===== src/design/tsc_pkg.sv =====
// constants, types and register map of the three-wire serial channel
// assumes one system clock domain; prescaler tick comes from logic on that clock
`default_nettype none

package tsc_pkg;

  // ************************************************
  // register map (byte addresses)
  // ************************************************
  localparam logic [7:0] ADDR_CTRL = 8'h00;
  localparam logic [7:0] ADDR_DIV = 8'h04;
  localparam logic [7:0] ADDR_TXDATA = 8'h08;
  localparam logic [7:0] ADDR_RXDATA = 8'h0c;
  localparam logic [7:0] ADDR_IRQSTAT = 8'h10;
  localparam logic [7:0] ADDR_IRQMASK = 8'h14;
  localparam logic [7:0] ADDR_STATE = 8'h18;
  localparam logic [7:0] ADDR_CLEAR = 8'h1c;

  // ************************************************
  // field positions and widths
  // ************************************************
  localparam int CTL_W = 9;
  localparam int STAT_W = 3;
  localparam int IRQ_DONE = 0;
  localparam int IRQ_OVR = 1;
  localparam int IRQ_WAKE = 2;
  localparam int CLR_OVR = 0;
  localparam int STATE_W = 4;

  // ************************************************
  // reset values
  // ************************************************
  localparam logic [7:0] DIV_RST = 8'h03;
  localparam logic [STAT_W-1:0] MASK_RST = 3'h0;
  localparam logic SO_IDLE = 1'b1;
  localparam logic [7:0] TX_DUMMY = 8'hff;

  // ************************************************
  // frame and rate counts
  // ************************************************
  localparam logic [4:0] EDGES_8 = 5'h10;
  localparam logic [4:0] EDGES_7 = 5'h0e;
  localparam int SYS_PER_SCK_FIRST = 2;
  localparam int SYS_PER_SCK_OTHER = 4;
  localparam logic [1:0] GAP_FIRST = 2'(SYS_PER_SCK_FIRST / 2 - 1);
  localparam logic [1:0] GAP_OTHER = 2'(SYS_PER_SCK_OTHER / 2 - 1);
  localparam logic [1:0] GAP_SAT = 2'h3;

  // ************************************************
  // types
  // ************************************************
  typedef enum logic [1:0] {
    S_IDLE,
    S_READY,
    S_XFER
  } tsc_state_e;

  // bit 0 is en
  typedef struct packed {
    logic snz;
    logic bemode;
    logic inv;
    logic cpol;
    logic cpha;
    logic msb;
    logic len8;
    logic master;
    logic en;
  } tsc_ctrl_s;

  typedef struct packed {
    tsc_state_e st;
    tsc_ctrl_s ctl;
    logic [7:0] div;
    logic [STAT_W-1:0] mask;
    logic [STAT_W-1:0] stat;
    logic [7:0] txbuf;
    logic txfull;
    logic [7:0] tsh;
    logic [7:0] rsh;
    logic [7:0] rxbuf;
    logic rxfull;
    logic ovr;
    logic [4:0] edges;
    logic sck_o;
    logic so_o;
    logic si_s1;
    logic si_s2;
    logic sck_s1;
    logic sck_s2;
    logic sck_s3;
    logic [31:0] rdata;
  } tsc_chan_s;

  typedef struct packed {
    logic [7:0] cnt;
    logic [1:0] gap;
  } tsc_div_s;

endpackage : tsc_pkg

`default_nettype wire


===== src/design/tsc_channel.sv =====
// three-wire clocked serial channel: register port, shifter, clock control
// assumes prescale_tick and stop_mode come from logic on clk; pins are async
`default_nettype none

module tsc_channel import tsc_pkg::*; #(
  parameter bit IS_FIRST = 1'b1
) (
  // clock and reset
  input wire logic clk,
  input wire logic rst_b,
  // register port
  input wire logic [7:0] reg_addr,
  input wire logic [31:0] reg_wdata,
  input wire logic reg_wr,
  input wire logic reg_rd,
  output logic [31:0] reg_rdata,
  // shared prescaler and power state
  input wire logic prescale_tick,
  input wire logic stop_mode,
  // serial lines
  input wire logic sck_in,
  output logic sck_out,
  output logic sck_oe,
  output logic so_out,
  input wire logic si_in,
  // interrupt
  output logic irq
);

  tsc_chan_s r_reg;
  tsc_chan_s r_next;
  logic half_pulse;
  logic run;
  logic edge_ev;
  logic lead;
  logic start_ev;
  logic load_ev;
  logic frame_end;
  logic ovr_ev;
  logic snz_ok;
  logic drive;
  logic tx_bit;
  logic rx_bit;
  logic [4:0] edges_n;
  logic [4:0] frame_edges;
  logic [7:0] rsh_n;

  // ************************************************
  // clock divider
  // ************************************************
  assign run = r_reg.ctl.en && r_reg.ctl.master && r_reg.st == S_XFER;

  tsc_sck_div #(
    .GAP_MIN(IS_FIRST ? GAP_FIRST : GAP_OTHER)
  ) u_div (
    .clk(clk),
    .rst_b(rst_b),
    .run(run),
    .prescale_tick(prescale_tick),
    .div(r_reg.div),
    .half_pulse(half_pulse)
  );

  // ************************************************
  // next state
  // ************************************************
  always_comb begin
    r_next = r_reg;
    start_ev = 1'b0;
    load_ev = 1'b0;
    frame_end = 1'b0;
    ovr_ev = 1'b0;
    edges_n = r_reg.edges + 5'h01;
    rsh_n = r_reg.rsh;
    // pins pass two flops before any use
    r_next.si_s1 = si_in;
    r_next.si_s2 = r_reg.si_s1;
    r_next.sck_s1 = sck_in;
    r_next.sck_s2 = r_reg.sck_s1;
    r_next.sck_s3 = r_reg.sck_s2;
    frame_edges = r_reg.ctl.len8 ? EDGES_8 : EDGES_7;
    snz_ok = !stop_mode || (IS_FIRST && r_reg.ctl.snz);
    // slave edges seen three cycles late, hence the far-side rate cap
    edge_ev = r_reg.ctl.master ? half_pulse : (r_reg.sck_s2 != r_reg.sck_s3);
    lead = !r_reg.edges[0];
    rx_bit = r_reg.si_s2 ^ r_reg.ctl.inv;

    // register writes
    if (reg_wr) begin
      case (reg_addr)
        ADDR_CTRL: r_next.ctl = tsc_ctrl_s'(reg_wdata[CTL_W-1:0]);
        ADDR_DIV: r_next.div = reg_wdata[7:0];
        ADDR_TXDATA: begin
          // a write to a full buffer is dropped
          if (!r_reg.txfull) begin
            r_next.txbuf = reg_wdata[7:0];
            r_next.txfull = 1'b1;
          end
        end
        ADDR_IRQMASK: r_next.mask = reg_wdata[STAT_W-1:0];
        ADDR_CLEAR: begin
          if (reg_wdata[CLR_OVR]) begin
            r_next.ovr = 1'b0;
          end
        end
        default: ;
      endcase
    end

    // register reads, data one cycle later
    r_next.rdata = '0;
    if (reg_rd) begin
      case (reg_addr)
        ADDR_CTRL: r_next.rdata = {{(32-CTL_W){1'b0}}, r_reg.ctl};
        ADDR_DIV: r_next.rdata = {24'h00_0000, r_reg.div};
        ADDR_TXDATA: r_next.rdata = {24'h00_0000, r_reg.txbuf};
        ADDR_RXDATA: begin
          r_next.rdata = {24'h00_0000, r_reg.rxbuf};
          r_next.rxfull = 1'b0;
        end
        ADDR_IRQSTAT: begin
          r_next.rdata = {{(32-STAT_W){1'b0}}, r_reg.stat};
          r_next.stat = '0;
        end
        ADDR_IRQMASK: r_next.rdata = {{(32-STAT_W){1'b0}}, r_reg.mask};
        ADDR_STATE: begin
          r_next.rdata = {{(32-STATE_W){1'b0}}, r_reg.ovr, r_reg.rxfull, r_reg.txfull, r_reg.st == S_XFER};
        end
        default: ;
      endcase
    end

    // transfer control
    if (!r_reg.ctl.en) begin
      r_next.st = S_IDLE;
      r_next.edges = '0;
      r_next.sck_o = r_reg.ctl.cpol;
    end else begin
      unique case (r_reg.st)
        S_IDLE, S_READY: begin
          r_next.sck_o = r_reg.ctl.cpol;
          if (r_reg.st == S_IDLE && r_reg.txfull) begin
            load_ev = 1'b1;
            r_next.tsh = r_reg.txbuf;
            r_next.txfull = 1'b0;
            r_next.st = r_reg.ctl.master ? S_XFER : S_READY;
          end else if (!r_reg.ctl.master && snz_ok && edge_ev && r_reg.sck_s2 != r_reg.ctl.cpol) begin
            // receive-only frame when nothing waits to be sent
            start_ev = 1'b1;
            r_next.st = S_XFER;
            if (r_reg.st == S_IDLE) begin
              r_next.tsh = TX_DUMMY;
            end
          end
        end
        S_XFER: ;
      endcase
    end

    // one edge of the serial clock
    if (r_reg.ctl.en && (r_reg.st == S_XFER || start_ev) && edge_ev) begin
      if (r_reg.ctl.master) begin
        r_next.sck_o = !r_reg.sck_o;
      end
      if (lead != r_reg.ctl.cpha) begin
        // sample edge
        if (r_reg.ctl.msb) begin
          rsh_n = {r_reg.rsh[6:0], rx_bit};
        end else if (r_reg.ctl.len8) begin
          rsh_n = {rx_bit, r_reg.rsh[7:1]};
        end else begin
          rsh_n = {1'b0, rx_bit, r_reg.rsh[6:1]};
        end
        r_next.rsh = rsh_n;
      end else if (!(r_reg.ctl.cpha && r_reg.edges == 5'h00)) begin
        // change edge; the first leading edge of late phase only starts drive
        r_next.tsh = r_reg.ctl.msb ? {r_reg.tsh[6:0], 1'b0} : {1'b0, r_reg.tsh[7:1]};
      end
      if (edges_n == frame_edges) begin
        frame_end = 1'b1;
        r_next.st = S_IDLE;
        r_next.edges = '0;
        r_next.rxbuf = r_reg.ctl.len8 ? rsh_n : {1'b0, rsh_n[6:0]};
        // unread word still held after any read this cycle
        if (r_next.rxfull) begin
          ovr_ev = 1'b1;
          r_next.ovr = 1'b1;
        end
        r_next.rxfull = 1'b1;
      end else begin
        r_next.edges = edges_n;
      end
    end

    // events set after reads so a set wins over a clear
    if (r_reg.ctl.bemode ? load_ev : frame_end) begin
      r_next.stat[IRQ_DONE] = 1'b1;
    end
    if (ovr_ev) begin
      r_next.stat[IRQ_OVR] = 1'b1;
    end
    if (frame_end && stop_mode) begin
      r_next.stat[IRQ_WAKE] = 1'b1;
    end

    // data out, early phase drives as soon as the word is loaded
    if (r_next.st == S_XFER) begin
      drive = !r_reg.ctl.cpha || r_next.edges != 5'h00;
    end else begin
      drive = r_next.st == S_READY && !r_reg.ctl.cpha;
    end
    if (r_reg.ctl.msb) begin
      tx_bit = r_reg.ctl.len8 ? r_next.tsh[7] : r_next.tsh[6];
    end else begin
      tx_bit = r_next.tsh[0];
    end
    r_next.so_o = drive ? (tx_bit ^ r_reg.ctl.inv) : SO_IDLE;
  end

  always_ff @(posedge clk or negedge rst_b) begin
    if (!rst_b) begin
      r_reg <= '0;
      r_reg.div <= DIV_RST;
      r_reg.mask <= MASK_RST;
      r_reg.so_o <= SO_IDLE;
    end else begin
      r_reg <= r_next;
    end
  end

  // ************************************************
  // outputs
  // ************************************************
  assign reg_rdata = r_reg.rdata;
  assign sck_out = r_reg.sck_o;
  assign sck_oe = r_reg.ctl.en && r_reg.ctl.master;
  assign so_out = r_reg.so_o;
  assign irq = |(r_reg.stat & r_reg.mask);
endmodule : tsc_channel

`default_nettype wire


===== src/design/tsc_sck_div.sv =====
// per-channel serial clock divider, counts shared prescaler ticks
// assumes prescale_tick is a one-cycle pulse on clk
`default_nettype none

module tsc_sck_div import tsc_pkg::*; #(
  parameter logic [1:0] GAP_MIN = GAP_OTHER
) (
  // clock and reset
  input wire logic clk,
  input wire logic rst_b,
  // control
  input wire logic run,
  input wire logic prescale_tick,
  input wire logic [7:0] div,
  // half period elapsed
  output logic half_pulse
);

  tsc_div_s r_reg;
  tsc_div_s r_next;

  // ************************************************
  // divider
  // ************************************************
  always_comb begin
    r_next = r_reg;
    half_pulse = 1'b0;
    if (!run) begin
      r_next = '0;
    end else begin
      if (r_reg.gap != GAP_SAT) begin
        r_next.gap = r_reg.gap + 2'h1;
      end
      // gap floor caps the rate even with a fast prescaler
      if (r_reg.cnt >= div && r_reg.gap >= GAP_MIN) begin
        half_pulse = 1'b1;
        r_next.cnt = '0;
        r_next.gap = '0;
      end else if (prescale_tick && r_reg.cnt < div) begin
        r_next.cnt = r_reg.cnt + 8'h01;
      end
    end
  end

  always_ff @(posedge clk or negedge rst_b) begin
    if (!rst_b) begin
      r_reg <= '0;
    end else begin
      r_reg <= r_next;
    end
  end
endmodule : tsc_sck_div

`default_nettype wire


===== config.mk =====
export PLATFORM = sky130hd
export DESIGN_NAME = tsc_channel
export DESIGN_NICKNAME = d
export VERILOG_FILES = /design/src/design/tsc_pkg.sv /design/src/design/tsc_channel.sv /design/src/design/tsc_sck_div.sv
export SDC_FILE = /design/constraint.sdc
export NUM_CORES = 1
export LEC_CHECK = 0
export BUFFER_PORTS_ARGS = -buffer_cell sky130_fd_sc_hd__buf_2
export CAP_MARGIN = 20
export CORE_ASPECT_RATIO = 0.7
export CORE_MARGIN = 3
export CORE_UTILIZATION = 35
export DETAILED_ROUTE_END_ITERATION = 10
export PLACE_DENSITY = 0.59
export SLEW_MARGIN = 20
export SYNTH_ARGS = -nofsm -noshare
export SYNTH_HDL_FRONTEND = slang
export SYNTH_SLANG_ARGS = --single-unit
export TNS_END_PERCENT = 10

===== constraint.sdc =====
create_clock -name clk -period 5.87 [get_ports clk]
set_input_delay 1.761 -clock clk [delete_from_list [all_inputs] [get_ports clk]]
set_output_delay 1.761 -clock clk [all_outputs]
set_load 0.02 [all_outputs]

==> results of run 1 <==
cell type report:
| cell class | count | area share (%) |
|---|---|---|
| clock buffers | 10 | 4.50 |
| multi-input cells | 342 | 42.9 |
| repair buffers | 40 | 3.96 |
| inverters | 21 | 1.48 |
| flip-flops and latches | 89 | 42.0 |
| clock inverters | 6 | 0.777 |
| well taps | 185 | 4.36 |
critical path: stages:
cell	delay, ps
buf_2	130
a221o_1	390
a2111oi_4	600
o22a_1	230
o21ai_1	70
a22o_1	250
o21a_1	160
or4_1	510
layer usage:
layer	part of all wire (%)	routed length, um	up-vias	track usage, %
li1	-	-	1698	-
met1	51	6120	1786	25.4
met2	41	4920	118	22.2
met3	6.6	798	13	3.53
met4	1.4	173	0	4.83
met5	0	0	-	0
worst max path at each step:
stage	startpoint	endpoint	slack (ps)	cells after the start
floorplan	stop_mode	so_out	2030	7
global placement	stop_mode	so_out	1670	8
detailed placement	stop_mode	so_out	1680	8
CTS	stop_mode	so_out	2050	8
global route	stop_mode	so_out	1910	8
finish	stop_mode	so_out	2030	8
logic make-up after synthesis:
logic type | Yosys count
compound gates | 104
xor+xnor | 13
fa+ha+maj | 11
buf+inv | 72
flops | 89
mux | 60
other cells | 1
simple gates | 131
power groups by stage:
stage	Clock (mW)	Combinational (mW)	Sequential, mW
after floorplan	0	0.108	0.677
after global placement	0	0.133	0.690
after detailed placement	0	0.137	0.692
after CTS	0.562	0.138	0.680
after global routing	0.592	0.156	0.685
final	0.550	0.137	0.681
through the flow:
step	setup slack, ps	total power [mW]	cell area [um2]	instances
2_1_floorplan	2030	0.784	4930	503
3_3_place_gp	1670	0.824	5030	677
3_5_place_dp	1680	0.828	5030	677
4_1_cts	2050	1.38	5310	693
5_1_grt	1910	1.43	5310	693
6_report	2030	1.37	5310	693
placed cells by master (no fill, tap or decap), types with 4 or more instances in the layout:
cell and instances:
dfrtp_1 86, nand2_1 47, buf_2 36, mux2_2 33, o21ai_0 32, mux2i_1 27
nor2_1 26, a21oi_1 25, conb_1 23, inv_1 21, nor3_1 11, ha_1 11
nand3_1 9, clkbuf_16 9, xor2_1 8, and2_1 7, o22a_1 6, nand4_1 5
xnor2_1 5, o221ai_1 5, o21ai_1 5, and3_1 5, or3_1 4, a22oi_1 4
nand3b_1 4, buf_4 4
==> results.py, run 1 <==
metrics = {
    "run_status": {
        "run_status": "complete, no violations",
    },
    "timing": {
        "worstMarginPinSlew_ps": 843,
        "rsz0062_at_grt": "false",
        "finalSetupViolCount": 0,
        "finalCriticalPeriod_ps": 3840,
        "whs_ps": 350,
        "hold_viol": 0,
        "skew_ps": 9.75,
        "min_period_over_period_pct": 65.4,
        "slew_violations": 0,
        "fmaxAchievable_mhz": 261,
        "max_slew_margin_pct": 43.8,
        "timing.setup.tns_ps": 0,
    },
    "cells_and_area": {
        "fill_cells": 1341,
        "final_nets": 562,
        "syn2layout_area_growth_pct": 9.63,
        "final_util_pct": 39.8,
        "largest_reg_flops": 67,
        "diodes": 0,
        "seq_area_um2": 2230,
        "multi_input_area_um2": 2280,
        "drive_above_1_share_pct": 18.3,
    },
    "yosys": {
        "yosysUniqueCellTypes": 54,
        "synthCells": 481,
        "synth-seq-cells": 89,
        "synth_edf_count": 0,
        "synthArstFlopShare_pct": 100,
        "synthAdderAreaFrac_pct": 2.84,
        "synthSimpleGateAreaFrac_pct": 12.9,
        "ys_seq_area_share_pct": 46.0,
        "synth.area.top_cells": "dfrtp_1 44%, mux2_2 7.7%, mux2i_1 5.6%",
        "synth_compound_area_share_pct": 13.9,
        "synth_top_cell_by_area": "dfrtp_1",
        "synth.most_common_cell": "dfrtp_1",
        "synth_top_family_by_area": "compound AO/OA/AOI/OAI gates",
        "ys_warn_count": 0,
        "synth_top_area_share_pct": 44.4,
        "muxShareOfSynthArea_pct": 13.2,
        "synth.top_cells.by_count": "86 x dfrtp_1, 47 x nand2_1, 33 x buf_4, 33 x mux2_2, 32 x o21ai_0",
        "netlist_area_um2": 4850,
        "synth-xor-area-share_pct": 2.35,
        "avgSynthCellArea_um2": 10.1,
        "ys.flop_type": "dfrtp_1",
    },
    "flow_run": {
        "maxCapViolCount": 0,
    },
    "detailed_routing": {
        "routed_wl_um": 12000,
        "vias": 3615,
        "wl_per_cell_um": 17.3,
        "drc_errors": 0,
        "dr.pass1.iters": 8,
        "antenna_left": 0,
        "drt_iter0_drc": 295,
        "via_per_inst": 5.22,
    },
    "power": {
        "swShare_pct": 27.1,
        "clkPwrFrac_pct": 40.2,
        "pwr-share-seq_pct": 49.8,
        "p_switching_mw": 0.371,
        "peakVddDrop_v": 0.000175,
        "powerDensity_nw_per_um2": 257,
        "p_int_mw": 0.997,
        "p_leak_nw": 2.40,
        "p_comb_share_pct": 10.0,
    },
    "cts": {
        "cts-htree-levels": 3,
        "cts_hold_buf": 0,
        "cts_resized": 0,
        "insertion_delay_ps": 350,
        "cts_sinks": 89,
        "clkSlewWorstSetupHoldPaths_ps": 70,
        "cts_buffers": 9,
        "cts_setup_buffers": 0,
        "clockBufferDepth": 2,
        "root_buffer": "clkbuf_16",
        "tritoncts": "done",
    },
    "worst_setup_path": {
        "r2r_start": "r_reg[85]",
        "required_ps": 6130,
        "path_class": "input pin to register",
        "ff2ff_path_depth": 9,
        "crit_path_start_kind": "input pin",
        "path_max_fanout": 8,
        "regToRegSetupSlack_ps": 2550,
        "critPathCaptureType": "register",
        "cp_data_arrival_time_ps": 4100,
        "rr_endpoint": "so_out",
    },
    "global_route": {
        "grt_pass1_vias": 3494,
        "antenna_found_initial": 0,
        "grt_overflow": 0,
        "grt_max_degree": 55,
        "grtUsageTotal_pct": 16.3,
        "grt_pass1_wl_um": 19600,
    },
    "placed_design": {
        "routabilityCongestion": 0.803,
        "hpwl_um": 8750,
        "portBuffers": 37,
    },
    "floorplanning": {
        "die_x_um": 147,
        "ioPinCount": 84,
        "initial_core_util_pct": 36.3,
        "fp.dieArea_um2": 15300,
        "die_height_um": 104,
        "row_count": 35,
        "coreArea_um2": 13400,
    },
    "min_path": {
        "hold_path_class": "register to register",
        "min_to": "r_next[32]",
        "hold_path_depth": 0,
        "min_from": "r_next[33]",
    },
}
(Power assumes the default switching activity.)
==> inputs of run 2 (changes only) <==
==> constraint.sdc (replaced) <==
create_clock -name clk -period 3.7 [get_ports clk]
set_input_delay 1.11 -clock clk [delete_from_list [all_inputs] [get_ports clk]]
set_output_delay 1.11 -clock clk [all_outputs]
set_load 0.02 [all_outputs]
==> run 2 against run 1 <==
  * Power rose by 58%
  * Utilization is 0.37 points higher
  * Setup slack got worse by 1700 ps
  * Die area stayed put
  * Global-route usage down 0.23 points
  * Critical endpoint unchanged
  * Wire length is 0.99% lower
  * Critical path type is now register to register
  * First-iteration DRC count down 19%
  * Highest routed layer unchanged
==> results.py, run 2 (same netlist as run 1, synthesis figures left out) <==
metrics = {
    "run_status": {
        "run_status": "complete, no violations",
    },
    "timing": {
        "skew_ps": 6.47,
        "slew_violations": 0,
        "finalSetupViolCount": 0,
        "fmaxAchievable_mhz": 299,
        "min_period_over_period_pct": 90.3,
        "hold_viol": 0,
        "worstMarginPinSlew_ps": 911,
        "finalCriticalPeriod_ps": 3340,
        "rsz0062_at_grt": "false",
        "max_slew_margin_pct": 39.3,
        "timing.setup.tns_ps": 0,
        "whs_ps": 353,
    },
    "placed_design": {
        "portBuffers": 37,
        "dpl.cell_count": 684,
        "dpl_cell_area_um2": 5090,
        "routabilityCongestion": 0.829,
        "hpwl_um": 8890,
    },
    "cells_and_area": {
        "final_nets": 569,
        "seq_area_um2": 2230,
        "fill_cells": 1306,
        "multi_input_area_um2": 2280,
        "diodes": 0,
        "fin_area_um2": 5360,
        "syn2layout_area_growth_pct": 10.6,
        "mostFrequentLayoutCells": "86 x dfrtp_1, 47 x nand2_1, 36 x buf_2, 33 x mux2_2, 32 x o21ai_0",
        "mostFrequentLayoutCell": "dfrtp_1",
        "drive_above_1_share_pct": 18.8,
        "final_cells": 700,
        "largest_reg_flops": 67,
    },
    "cts": {
        "cts_sinks": 89,
        "cts_hold_buf": 0,
        "tritoncts": "done",
        "cts_resized": 0,
        "insertion_delay_ps": 340,
        "root_buffer": "clkbuf_16",
        "cts-htree-levels": 3,
        "clkSlewWorstSetupHoldPaths_ps": 60,
        "cts_buffers": 9,
        "clockBufferDepth": 2,
        "cts_setup_buffers": 0,
    },
    "power": {
        "powerDensity_nw_per_um2": 403,
        "p_leak_nw": 2.44,
        "total_power_mw": 2.16,
        "peakVddDrop_v": 0.000238,
    },
    "detailed_routing": {
        "antenna_left": 0,
        "drt_iter0_drc": 240,
        "dr.pass1.iters": 6,
        "vias": 3631,
        "wl_per_cell_um": 17.0,
        "drc_errors": 0,
        "via_per_inst": 5.19,
        "routed_wl_um": 11900,
    },
    "worst_setup_path": {
        "cp_num_buf_inv": 0,
        "critical_path.cell_chain": "ha_1, nand2b_1, a2111o_1, nand3_1, a31o_1, nor2_1, a2111oi_0, nor3_1, or4_1",
        "critPathCaptureType": "register",
        "crit_family": "compound AO/OA/AOI/OAI gates",
        "required_ps": 3950,
        "critPathMaxStageDelay_ps": 600,
        "crit_path_start_kind": "register",
        "slowest_stage": "a2111oi_0",
        "path_class": "register to register",
        "path_max_fanout": 10,
        "cp_data_arrival_time_ps": 3590,
    },
    "floorplanning": {
        "die_x_um": 147,
        "die_height_um": 104,
        "ioPinCount": 84,
        "row_count": 35,
        "fp.dieArea_um2": 15300,
        "initial_core_util_pct": 36.3,
        "coreArea_um2": 13400,
    },
    "global_route": {
        "grt_pass1_vias": 3615,
        "grt_pass1_wl_um": 19500,
        "grtUsageTotal_pct": 16.1,
        "grt_max_degree": 55,
        "antenna_found_initial": 0,
        "grt_overflow": 0,
    },
    "min_path": {
        "hold_path_class": "register to register",
    },
    "flow_run": {
        "maxCapViolCount": 0,
    },
}
run 2: cell count changes in the layout (fill, tap and decap cells not counted):
cell,before,now
clkbuf_8,1,2
clkinv_2,2,1
clkinvlp_4,3,1
buf_4,4,11
inv_6,1,0
clkbuf_1,0,3
run 2: routing by layer:
| metal | global-route usage [%] | part of all wire, % | up-vias |
|---|---|---|---|
| li1 | - | - | 1714 |
| met1 | 24.1 | 50 | 1787 |
| met2 | 23.0 | 42 | 117 |
| met3 | 4.27 | 7.2 | 13 |
| met4 | 3.69 | 1.2 | 0 |
| met5 | 0 | 0 | - |
run 2: path summary, 6_finish.rpt:
path	startpoint	endpoint	slack [ps]	depth (start not counted)
max in group asynchronous	rst_b	r_next[35]	2150	2
max	r_reg[85]	so_out	360	9
max reg2reg	r_reg[85]	so_out	360	9
min reg2reg	r_next[35]	r_reg[35]	350	0
min	r_next[35]	r_reg[35]	350	0
min in group asynchronous	rst_b	reg_rdata[0]	820	1
run 2: power breakdown:
group          switching, mW  internal (mW)  total, mW  leakage [nW]
sequential            0.0563           1.02       1.08          1.18
combinational          0.136         0.0849      0.221          1.13
clock                  0.367          0.492      0.859         0.133
total                  0.559           1.60       2.16          2.44
run 2: final cells by class:
| type | instances | area share, % |
|---|---|---|
| multi-input cells | 342 | 42.6 |
| flip-flops and latches | 89 | 41.6 |
| clock buffers | 14 | 4.92 |
| repair buffers | 47 | 4.90 |
| well taps | 185 | 4.32 |
| inverters | 21 | 1.47 |
| clock inverters | 2 | 0.233 |
run 2: stage by stage:
step	utilization, %	setup slack, ps
6_report	40.1	358
5_1_grt	40.1	192
4_1_cts	40.1	367
3_5_place_dp	38.1	307
3_3_place_gp	38.1	318
2_1_floorplan	-	515
